$ cat config.mk
export PLATFORM = sky130hd
export DESIGN_NAME = tpc_top
export DESIGN_NICKNAME = d
export VERILOG_FILES = /design/src/shared/tpc_pkg.sv /design/src/hw/tpc_prescale.sv /design/src/hw/tpc_sync3.sv /design/src/hw/tpc_top.sv
export VERILOG_INCLUDE_DIRS = /design/src /design/src/shared
export SDC_FILE = /design/constraint.sdc
export NUM_CORES = 1
export LEC_CHECK = 0
export ABC_AREA = 1
export ABC_CLOCK_PERIOD_IN_PS = 4000
export BUFFER_PORTS_ARGS = -buffer_cell sky130_fd_sc_hd__buf_4
export CAP_MARGIN = 40
export CORE_AREA = 2 2 189 191
export DETAILED_ROUTE_END_ITERATION = 10
export DIE_AREA = 0 0 191 193
export GPL_TIMING_DRIVEN = 1
export MAX_ROUTING_LAYER = met4
export PLACE_DENSITY = 0.55
export SYNTH_ARGS = -nofsm -noshare
export SYNTH_HDL_FRONTEND = slang
export SYNTH_HIERARCHICAL = 1
export SYNTH_SLANG_ARGS = --single-unit
$ cat constraint.sdc
create_clock -name clk -period 4 [get_ports clk]
set_clock_uncertainty 0.2 [all_clocks]
set_input_delay 0.2 -clock clk [delete_from_list [all_inputs] [get_ports clk]]
set_output_delay 0.2 -clock clk [all_outputs]
set_load 0.01 [all_outputs]
$ cat src/shared/tpc_defs.svh
// register offsets, control fields and reset values of the timer pair
`ifndef TPC_DEFS_SVH
`define TPC_DEFS_SVH

`define TPC_OFF_CTL_LO   5'h00
`define TPC_OFF_CTL_HI   5'h04
`define TPC_OFF_CNT_LO   5'h08
`define TPC_OFF_CNT_HI   5'h0C
`define TPC_OFF_PER_LO   5'h10
`define TPC_OFF_PER_HI   5'h14
`define TPC_OFF_IRQ      5'h18

`define TPC_BIT_ON       15
`define TPC_BIT_SIDL     13
`define TPC_BIT_GATE     6
`define TPC_BIT_PS_HI    5
`define TPC_BIT_PS_LO    4
`define TPC_BIT_CAT      3
`define TPC_BIT_CS       1

`define TPC_CTL_LO_MASK  16'hA07A
`define TPC_CTL_HI_MASK  16'hA072
`define TPC_CTL_RST      16'h0000
`define TPC_CNT_RST      16'h0000
`define TPC_PER_RST      16'hFFFF

`define TPC_PS_LAST_1    8'h00
`define TPC_PS_LAST_8    8'h07
`define TPC_PS_LAST_64   8'h3F
`define TPC_PS_LAST_256  8'hFF

`endif

$ cat src/shared/tpc_pkg.sv
// types shared by the timer pair modules
`default_nettype none
package tpc_pkg;
    typedef enum logic [1:0] {
        TPC_BUS_IDLE = 2'b01,
        TPC_BUS_ACK  = 2'b10
    } tpc_bus_e;

    typedef struct packed {
        tpc_bus_e    bus;
        logic [31:0] rdata;
        logic [15:0] ctl_lo;
        logic [15:0] ctl_hi;
        logic [15:0] cnt_lo;
        logic [15:0] cnt_hi;
        logic [15:0] per_lo;
        logic [15:0] per_hi;
        logic        flag_lo;
        logic        flag_hi;
        logic        ie_lo;
        logic        ie_hi;
        logic [2:0]  ip_lo;
        logic [2:0]  ip_hi;
        logic        ext_d_lo;
        logic        ext_d_hi;
        logic        gate_d_lo;
        logic        gate_d_hi;
        logic        tick_b;
        logic        adc;
        logic        dma_lo;
        logic        dma_hi;
        logic        irq_lo;
        logic        irq_hi;
    } tpc_top_s;
endpackage : tpc_pkg
`default_nettype wire

$ cat src/hw/tpc_prescale.sv
// 1/8/64/256 input prescaler for one timer
`timescale 1ns/10ps
`default_nettype none
`include "tpc_defs.svh"
module tpc_prescale (
    input  wire logic       clk,      // device clock
    input  wire logic       rst_b,    // async reset, active low
    input  wire logic       clear,    // hold counter at zero
    input  wire logic       tick_in,  // input clock event
    input  wire logic [1:0] sel,      // prescale select
    output logic            tick_out  // divided event
);
    typedef struct packed {
        logic [7:0] cnt;
    } tpc_ps_s;

    tpc_ps_s    st;
    tpc_ps_s    next_st;
    logic [7:0] last;

    function automatic logic [7:0] last_count(input logic [1:0] s);
        unique case (s)
            2'b00: last_count = `TPC_PS_LAST_1;
            2'b01: last_count = `TPC_PS_LAST_8;
            2'b10: last_count = `TPC_PS_LAST_64;
            2'b11: last_count = `TPC_PS_LAST_256;
        endcase
    endfunction : last_count

    assign last = last_count(sel);
    // >= so a ratio lowered mid-count cannot overrun to 255
    assign tick_out = tick_in && (st.cnt >= last);

    always_comb begin
        next_st = st;
        if (clear) begin
            next_st.cnt = 8'h00;
        end else if (tick_in) begin
            next_st.cnt = (st.cnt >= last) ? 8'h00 : st.cnt + 8'h01;
        end
    end

    always_ff @(posedge clk or negedge rst_b) begin
        if (!rst_b) begin
            st <= '0;
        end else begin
            st <= next_st;
        end
    end
endmodule : tpc_prescale
`default_nettype wire

$ cat src/hw/tpc_sync3.sv
// three-stage pin synchroniser, output follows once stages two and three agree
`timescale 1ns/10ps
`default_nettype none
module tpc_sync3 #(
    parameter int W = 4
) (
    input  wire logic         clk,   // device clock
    input  wire logic         rst_b, // async reset, active low
    input  wire logic [W-1:0] din,   // raw pin levels
    output logic      [W-1:0] dout   // filtered levels
);
    typedef struct packed {
        logic [W-1:0] s1;
        logic [W-1:0] s2;
        logic [W-1:0] s3;
        logic [W-1:0] q;
    } tpc_sync_s;

    tpc_sync_s st;
    tpc_sync_s next_st;

    always_comb begin
        next_st    = st;
        next_st.s1 = din;
        next_st.s2 = st.s1;
        next_st.s3 = st.s2;
        for (int i = 0; i < W; i++) begin
            if (st.s2[i] == st.s3[i]) begin
                next_st.q[i] = st.s3[i];
            end
        end
    end

    always_ff @(posedge clk or negedge rst_b) begin
        if (!rst_b) begin
            st <= '0;
        end else begin
            st <= next_st;
        end
    end

    assign dout = st.q;
endmodule : tpc_sync3
`default_nettype wire

$ cat src/hw/tpc_top.sv
// timer pair: lower and upper 16-bit timers, chainable into one 32-bit timer
`timescale 1ns/10ps
`default_nettype none
`include "tpc_defs.svh"
module tpc_top #(
    parameter bit HAS_DMA = 1'b1 // pair may request memory transfers
) (
    input  wire logic        clk,                         // device clock
    input  wire logic        rst_b,                       // async reset
    input  wire logic [4:0]  avs_address,                 // byte address
    input  wire logic        avs_read,                    // read request
    input  wire logic        avs_write,                   // write request
    input  wire logic [31:0] avs_writedata,               // write data
    input  wire logic [3:0]  avs_byteenable,              // byte lanes
    output logic      [31:0] avs_readdata,                // read data
    output logic             avs_waitrequest,             // stall
    input  wire logic        external_timer_clock_pin_lo, // lower ext clock
    input  wire logic        external_timer_clock_pin_hi, // upper ext clock
    input  wire logic        gate_pin_lo,                 // lower gate
    input  wire logic        gate_pin_hi,                 // upper gate
    input  wire logic        idle_mode,                   // device idle
    output logic             irq_lo,                      // lower irq
    output logic             irq_hi,                      // upper irq
    output logic      [2:0]  irq_priority_lo,             // lower priority
    output logic      [2:0]  irq_priority_hi,             // upper priority
    output logic             adc_trigger,                 // conversion start
    output logic             dma_req_lo,                  // lower dma pulse
    output logic             dma_req_hi                   // upper dma pulse
);
    tpc_pkg::tpc_top_s st;
    tpc_pkg::tpc_top_s next_st;

    logic [3:0]  pin_s;
    logic        cat;
    logic        run_lo;
    logic        run_hi;
    logic        ps_in_lo;
    logic        ps_in_hi;
    logic        ps_out_lo;
    logic        ps_out_hi;
    logic        tick_lo;
    logic        tick_hi;
    logic        gfall_lo;
    logic        gfall_hi;
    logic [31:0] cnt32;
    logic [31:0] per32;
    logic        wr_ack;
    logic [4:0]  word_addr;

    function automatic logic [16:0] step16(input logic [15:0] c, input logic [15:0] p);
        step16 = (c == p) ? 17'h1_0000 : {1'b0, c + 16'h0001};
    endfunction : step16

    function automatic logic [15:0] merge16(input logic [15:0] old,
                                            input logic [31:0] d,
                                            input logic [3:0]  be);
        merge16 = {be[1] ? d[15:8] : old[15:8], be[0] ? d[7:0] : old[7:0]};
    endfunction : merge16

    tpc_sync3 #(.W(4)) u_sync (
        .clk   (clk),
        .rst_b (rst_b),
        .din   ({gate_pin_hi, gate_pin_lo,
                 external_timer_clock_pin_hi, external_timer_clock_pin_lo}),
        .dout  (pin_s)
    );

    assign cat = st.ctl_lo[`TPC_BIT_CAT];
    // chained: lower run bit drives both halves, upper run bit ignored
    assign run_lo = st.ctl_lo[`TPC_BIT_ON] && !(idle_mode && (st.ctl_lo[`TPC_BIT_SIDL] ||
                    (cat && st.ctl_hi[`TPC_BIT_SIDL])));
    assign run_hi = st.ctl_hi[`TPC_BIT_ON] && !cat &&
                    !(idle_mode && st.ctl_hi[`TPC_BIT_SIDL]);

    // mode decode: external pin edge, gated internal or plain internal
    assign ps_in_lo = run_lo && (st.ctl_lo[`TPC_BIT_CS] ? (pin_s[0] && !st.ext_d_lo) :
                      (!st.ctl_lo[`TPC_BIT_GATE] || pin_s[2]));
    assign ps_in_hi = run_hi && (st.ctl_hi[`TPC_BIT_CS] ? (pin_s[1] && !st.ext_d_hi) :
                      (!st.ctl_hi[`TPC_BIT_GATE] || pin_s[3]));
    assign gfall_lo = run_lo && !st.ctl_lo[`TPC_BIT_CS] && st.ctl_lo[`TPC_BIT_GATE] &&
                      st.gate_d_lo && !pin_s[2];
    assign gfall_hi = run_hi && !st.ctl_hi[`TPC_BIT_CS] && st.ctl_hi[`TPC_BIT_GATE] &&
                      st.gate_d_hi && !pin_s[3];

    tpc_prescale u_ps_lo (
        .clk      (clk),
        .rst_b    (rst_b),
        .clear    (!run_lo),
        .tick_in  (ps_in_lo),
        .sel      (st.ctl_lo[`TPC_BIT_PS_HI:`TPC_BIT_PS_LO]),
        .tick_out (ps_out_lo)
    );

    tpc_prescale u_ps_hi (
        .clk      (clk),
        .rst_b    (rst_b),
        .clear    (!run_hi),
        .tick_in  (ps_in_hi),
        .sel      (st.ctl_hi[`TPC_BIT_PS_HI:`TPC_BIT_PS_LO]),
        .tick_out (ps_out_hi)
    );

    // external path of the lower half is retimed behind its prescaler
    assign tick_lo = st.ctl_lo[`TPC_BIT_CS] ? (st.tick_b && run_lo) : ps_out_lo;
    assign tick_hi = ps_out_hi;
    assign cnt32 = {st.cnt_hi, st.cnt_lo};
    assign per32 = {st.per_hi, st.per_lo};
    assign wr_ack = avs_write && (st.bus == tpc_pkg::TPC_BUS_ACK);
    assign word_addr = {avs_address[4:2], 2'b00};

    always_comb begin
        logic        set_lo;
        logic        set_hi;
        logic        wrap;
        logic [15:0] irqv;
        set_lo = 1'b0;
        set_hi = 1'b0;
        wrap = 1'b0;
        irqv = {1'b0, st.ip_hi, 1'b0, st.ip_lo, 2'b00, st.ie_hi, st.ie_lo,
                2'b00, st.flag_hi, st.flag_lo};
        next_st = st;
        next_st.adc = 1'b0;
        next_st.dma_lo = 1'b0;
        next_st.dma_hi = 1'b0;
        next_st.ext_d_lo = pin_s[0];
        next_st.ext_d_hi = pin_s[1];
        next_st.gate_d_lo = pin_s[2];
        next_st.gate_d_hi = pin_s[3];
        next_st.tick_b = ps_out_lo;

        if (!cat) begin
            if (tick_lo) begin
                {wrap, next_st.cnt_lo} = step16(st.cnt_lo, st.per_lo);
                set_lo = wrap;
                next_st.dma_lo = wrap && HAS_DMA;
            end
            set_lo = set_lo || gfall_lo;
        end else begin
            if (tick_lo) begin
                if (cnt32 == per32) begin
                    next_st.cnt_lo = 16'h0000;
                    next_st.cnt_hi = 16'h0000;
                    set_hi = 1'b1;
                    next_st.adc = 1'b1;
                    next_st.dma_hi = HAS_DMA;
                end else begin
                    {next_st.cnt_hi, next_st.cnt_lo} = cnt32 + 32'h0000_0001;
                end
            end
            set_hi = set_hi || gfall_lo;
        end
        if (tick_hi) begin
            {wrap, next_st.cnt_hi} = step16(st.cnt_hi, st.per_hi);
            set_hi = set_hi || wrap;
            next_st.dma_hi = wrap && HAS_DMA;
        end
        set_hi = set_hi || gfall_hi;

        if (st.bus == tpc_pkg::TPC_BUS_IDLE) begin
            if (avs_read || avs_write) begin
                next_st.bus = tpc_pkg::TPC_BUS_ACK;
                unique case (word_addr)
                    `TPC_OFF_CTL_LO: next_st.rdata = {16'h0000, st.ctl_lo};
                    `TPC_OFF_CTL_HI: next_st.rdata = {16'h0000, st.ctl_hi};
                    `TPC_OFF_CNT_LO: next_st.rdata = {16'h0000, st.cnt_lo};
                    `TPC_OFF_CNT_HI: next_st.rdata = {16'h0000, st.cnt_hi};
                    `TPC_OFF_PER_LO: next_st.rdata = {16'h0000, st.per_lo};
                    `TPC_OFF_PER_HI: next_st.rdata = {16'h0000, st.per_hi};
                    `TPC_OFF_IRQ:    next_st.rdata = {16'h0000, irqv};
                    default:         next_st.rdata = 32'h0000_0000;
                endcase
            end
        end else begin
            next_st.bus = tpc_pkg::TPC_BUS_IDLE;
        end

        if (wr_ack) begin
            unique case (word_addr)
                `TPC_OFF_CTL_LO: next_st.ctl_lo = merge16(st.ctl_lo, avs_writedata,
                                     avs_byteenable) & `TPC_CTL_LO_MASK;
                `TPC_OFF_CTL_HI: next_st.ctl_hi = merge16(st.ctl_hi, avs_writedata,
                                     avs_byteenable) & `TPC_CTL_HI_MASK;
                `TPC_OFF_CNT_LO: next_st.cnt_lo = merge16(st.cnt_lo, avs_writedata,
                                     avs_byteenable);
                `TPC_OFF_CNT_HI: next_st.cnt_hi = merge16(st.cnt_hi, avs_writedata,
                                     avs_byteenable);
                `TPC_OFF_PER_LO: next_st.per_lo = merge16(st.per_lo, avs_writedata,
                                     avs_byteenable);
                `TPC_OFF_PER_HI: next_st.per_hi = merge16(st.per_hi, avs_writedata,
                                     avs_byteenable);
                `TPC_OFF_IRQ:    irqv = merge16(irqv, avs_writedata, avs_byteenable);
                default: ;
            endcase
        end
        next_st.ip_hi = irqv[14:12];
        next_st.ip_lo = irqv[10:8];
        next_st.ie_hi = irqv[5];
        next_st.ie_lo = irqv[4];
        // a hardware event in the clearing cycle survives the clear
        next_st.flag_hi = irqv[1] || set_hi;
        next_st.flag_lo = irqv[0] || set_lo;
        next_st.irq_lo = next_st.flag_lo && next_st.ie_lo && !cat;
        next_st.irq_hi = next_st.flag_hi && next_st.ie_hi;
    end

    always_ff @(posedge clk or negedge rst_b) begin
        if (!rst_b) begin
            st        <= '0;
            st.bus    <= tpc_pkg::TPC_BUS_IDLE;
            st.ctl_lo <= `TPC_CTL_RST;
            st.ctl_hi <= `TPC_CTL_RST;
            st.cnt_lo <= `TPC_CNT_RST;
            st.cnt_hi <= `TPC_CNT_RST;
            st.per_lo <= `TPC_PER_RST;
            st.per_hi <= `TPC_PER_RST;
        end else begin
            st <= next_st;
        end
    end

    // idle code has bit 0 set, so waitrequest is a plain state bit
    assign avs_waitrequest = st.bus[0];
    assign avs_readdata    = st.rdata;
    assign irq_lo          = st.irq_lo;
    assign irq_hi          = st.irq_hi;
    assign irq_priority_lo = st.ip_lo;
    assign irq_priority_hi = st.ip_hi;
    assign adc_trigger     = st.adc;
    assign dma_req_lo      = st.dma_lo;
    assign dma_req_hi      = st.dma_hi;
endmodule : tpc_top
`default_nettype wire

Word-level counts from Yosys, hierarchy flattened
Index checks and enable logic that the tools add are counted.
{"block": "classes", "n_eq_ne": 28, "bitwise_logic": 0, "add_sub_neg": 5, "shifts": 0, "muxes": 47, "n_reduce_logical": 59, "magnitude_cmp": 2, "div_mod_pow": 0, "n_mul": 0}
{"op": "$mux 16", "n": 8}
{"op": "$pmux 16 s7", "n": 1}
{"op": "$mux 8", "n": 12}
{"op": "$mux 32", "n": 2}
{"op": "$mux 64", "n": 1}
{"op": "$pmux 8 s4", "n": 2}
{"op": "$mux 17", "n": 2}
{"op": "$mux 34", "n": 1}
{"op": "$add 16x1->16 const B", "n": 2}
{"op": "$add 32x1->32 const B", "n": 1}
{"op": "$eq 16x16->1", "n": 2}
{"op": "$eq 32x32->1", "n": 1}
{"op": "$reduce_and 3->1", "n": 9}
{"op": "$logic_and 1x1->1", "n": 25}
{"op": "$mux 6", "n": 3}
{"op": "$add 8x1->8 const B", "n": 2}
{"op": "$ge 8x8->1", "n": 2}
{"op": "$mux 1", "n": 14}
{"op": "$ne 3x3->1 const B", "n": 4}
{"op": "$logic_not 1->1", "n": 11}
{"op": "$eq 2x2->1 const B", "n": 5}
{"op": "$logic_or 1x1->1", "n": 10}
{"op": "$eq 3x3->1 const B", "n": 3}
{"op": "$eq 2x1->1 const B", "n": 3}
{"op": "other kinds (8)", "n": 15}
{"block": "word_totals", "ff_bits": 163, "n_memories": 0, "rom_bits": 0, "elab_cells": 180, "latch_bits": 0, "mem_bits_rw": 0, "out_inout_bits": 44}

Longest topological paths before layout
{"block": "depth", "word_depth": 17, "depth_mapped": 20}

Cells and area by module
The synthesis kept the hierarchy.
{"module": "tpc_top", "cells_each": 1089, "seq_area_each_um2": 2919.0, "area_each_um2": 7766.2, "n_inst": 1}
{"module": "tpc_prescale", "cells_each": 104, "seq_area_each_um2": 200.2, "area_each_um2": 680.7, "n_inst": 2}
{"module": "tpc_sync3", "cells_each": 36, "seq_area_each_um2": 400.4, "area_each_um2": 495.5, "n_inst": 1}

Worst setup path after synthesis
OpenSTA, ideal clock, no wires.
{"block": "synth_timing", "path_kind": "reg2reg", "startpoint": "register st[105] (netlist bit)", "endpoint": "register st (netlist bit cnt32[17])", "n_path_buf": 1, "t_arrival_ps": 2197, "setup_time_ps": 66, "slack_ps": 1537, "period_less_slack_ps": 2463, "stages_incl_launch_ff": 19, "required_time_ps": 3734, "cell_sequence": "dfrtp_1 > nor2_1 > ha_1 > inv_1 > nand2_1 > nand2_1 > nand2_1 > nand2_1 > nand2_1 > nand2_2 > a21boi_1 > nand2_1 > a21oi_4 > buf_4 > nand2_1 > xor2_1 > o21ai_1 > nand2_1 > nand2_1"}
{"element": "from (decl)", "line": "tpc_top.sv:30", "text": "tpc_pkg::tpc_top_s st;"}
{"element": "from (signal assigned)", "line": "tpc_top.sv:217", "text": "st <= next_st;"}

==> run metrics <==
final estimated routing congestion in global placement 0.911; measured slew at the worst slew-check pin 787 ps; CP Capture Type register; Slew Viols, Final 0; kind of critical path register to register; CP Max Fanout 16; All-Layer GR Usage 17.3%; crit-path max cell delay 460 ps; Routed wire per std cell 16.2 µm; via count 8878; Hold WC Path Type primary input to register; Placeable Area 35000 µm²; clk sink count 147; Fmax 316 MHz; setup violators final 0; crit path cell chain nor2_1, ha_1, a21oi_1, nand2_1, nand2_1, nand2_1, nand2_2, a21boi_1, nand2_1, nand2_2, inv_1, nor3_1, a21oi_1, nand2_1, o21bai_1; most common cell after layout, fill and taps aside nand2_1; Req. time, crit path 4160 ps; CTS root buf clkbuf_16; Synth async-reset ratio 100%; Vias/cell 4.80; I/O Buffers 57; Final Util 31.8%; Power Density 576 nW/µm²; YS warnings 6; Max Cap Viol 0; setup tns final 0 ps; TritonCTS clock tree yes; Tcrit/Tclk final 79.2%; initial antenna violation count 0; setup bufs post-CTS 0; Core Rows 69; cts bufs inserted 17; Post-CTS Hold Buffers 23; ys flop type dfrtp_1; failing checks hold timing; critical path's slowest cell inv_1; initial core utilization 27.5%; Post-Syn Area per Cell 7.22 µm²; nature of the critical path startpoint register; Post-synth EDFFs 0; Routed Antenna Nets 0; Final Hold Viols 4; Clock Latency Late Sink 440 ps; Slew Limit Headroom 47.4%; crit-path most repeated cell nand2_1; chip height 193 µm; worst hold slack -9.55 ps; register area share after synthesis 38.7%; Post-Synthesis Cells 1333; Syn-to-layout area delta 15.5%; status complete, but fails checks; synth unique cells 47; Die Area 36900 µm²; crit path DAT 3330 ps; Resize count post-CTS 0; DRC 0; H-tree levels 4; vias in the first global route 8358; DR pass1 iterations 7; share of cells above drive strength 1 14.6%; leakage 5.14 nW; highest-count cells in the layout ignoring fill and taps nand2_1 (391), inv_1 (140), nor2_1 (120), dfrtp_1 (114), o21ai_0 (91); Design Power 6.40 mW; Remaining Overflow, GRT 0; HPWL after detailed placement 22.4 mm; die width 191 µm; final WL 29.9 mm; largest net degree at the start of global routing 74; first-pass GRT wire length 47.4 mm; ant diodes 0; VDD IR max 307 µV; Ports 94; DR iter-0 viols 742; min Tclk post-route 3170 ps; #FFs+latches synth 147; FF-to-FF setup slack 830 ps; cell area after synthesis 9620 µm²; nets 1443; Worst-path clk slew 60 ps; Max clock buf depth 2; RSZ-0062 raised after global routing false
synthesized netlist by cell type, types with 19 or more instances:
cell | number | area [µm²]
nand3_1 | 68 | 340
buf_2 | 23 | 115
a21oi_1 | 39 | 195
nand4_1 | 29 | 181
dfrtp_1 | 114 | 2850
buf_4 | 47 | 353
nand2_1 | 391 | 1470
nor2_1 | 120 | 450
dfstp_2 | 33 | 867
xnor2_1 | 26 | 228
o21ai_0 | 91 | 455
nor2_2 | 19 | 119
inv_1 | 140 | 526
xor2_1 | 21 | 184
state kept, by name, indices dropped and copies added, names as in the netlist:
| signal | count |
|---|---|
| cnt32 | 32 |
| per32 | 32 |
| st | 22 |
| avs_readdata | 16 |
| u_ps_hi/st | 8 |
| u_ps_lo/st | 8 |
| u_sync/next_st | 8 |
| u_sync/dout | 4 |
| u_sync/st | 4 |
| irq_priority_hi | 3 |
| irq_priority_lo | 3 |
| adc_trigger | 1 |
| avs_waitrequest | 1 |
| cat | 1 |
| dma_req_hi | 1 |
| dma_req_lo | 1 |
| irq_hi | 1 |
| irq_lo | 1 |
metal layers:
layer / vias up / GRT usage (%) / wire length (µm) / share of wire, %
met5: - / - / 0 / 0
met4: 0 / 6.53 / 881 / 2.9
met3: 48 / 2.44 / 1580 / 5.3
met2: 279 / 26.8 / 13800 / 46
met1: 4227 / 22.9 / 13600 / 46
li1: 4324 / - / - / -
cell families after synthesis:
logic type,count (synthesis),share of synthesized area (%)
other,1,0.0390
buffers and inverters,238,11.6
xor gates and xnor gates,47,4.28
AOI/OAI and AO/OA,212,13.0
muxes,3,0.351
DFF,147,38.7
adders and majority gates,16,2.08
and+or+nand+nor,669,29.9
worst paths after layout:
path	startpoint	endpoint	depth (start not counted)
max reg2reg	st[105]$_DFFE_PN0P_	cnt32[7]$_DFFE_PN0P_	15
min	avs_read	avs_readdata[15]$_DFFE_PN0P_	4
min in group asynchronous	rst_b	u_ps_lo/st[1]$_DFFE_PN0P_	2
max in group asynchronous	rst_b	per32[24]$_DFFE_PN1P_	3
max	st[105]$_DFFE_PN0P_	cnt32[7]$_DFFE_PN0P_	15
min reg2reg	u_sync/next_st[9]$_DFF_PN0_	u_sync/next_st[5]$_DFF_PN0_	0
stage by stage:
step	setup slack, ps	instances	cell area (µm²)
2_1_floorplan	1540	1348	9680
3_3_place_gp	858	1795	10300
3_5_place_dp	849	1796	10300
4_1_cts	839	1851	11100
5_1_grt	507	1851	11100
6_report	832	1851	11100
power by group:
| part | switching (mW) | internal [mW] |
|---|---|---|
| Combinational | 1.33 | 0.845 |
| Sequential | 0.554 | 1.96 |
| Clock | 0.659 | 1.04 |
| Total | 2.55 | 3.85 |
worst max-delay path: cells and delay by family, from the launching register on:
| family | cells | cell delay, ps |
|---|---|---|
| AND/OR/NAND/NOR | 9 | 1170 |
| AO/OA/AOI/OAI | 4 | 560 |
| buffers and inverters | 1 | 460 |
| flip-flops | 1 | 420 |
| adder cells (fa/ha/maj) | 1 | 290 |
area by class of cell:
cell class,count,area (µm²)
repair buffers,93,776
inverters,155,582
clock inverters,13,183
clock buffers,19,433
flip-flops and latches,147,3720
well taps,461,577
fillers,3763,23900
multi-input cells,963,4840
Power figures use the tool's default switching activity.
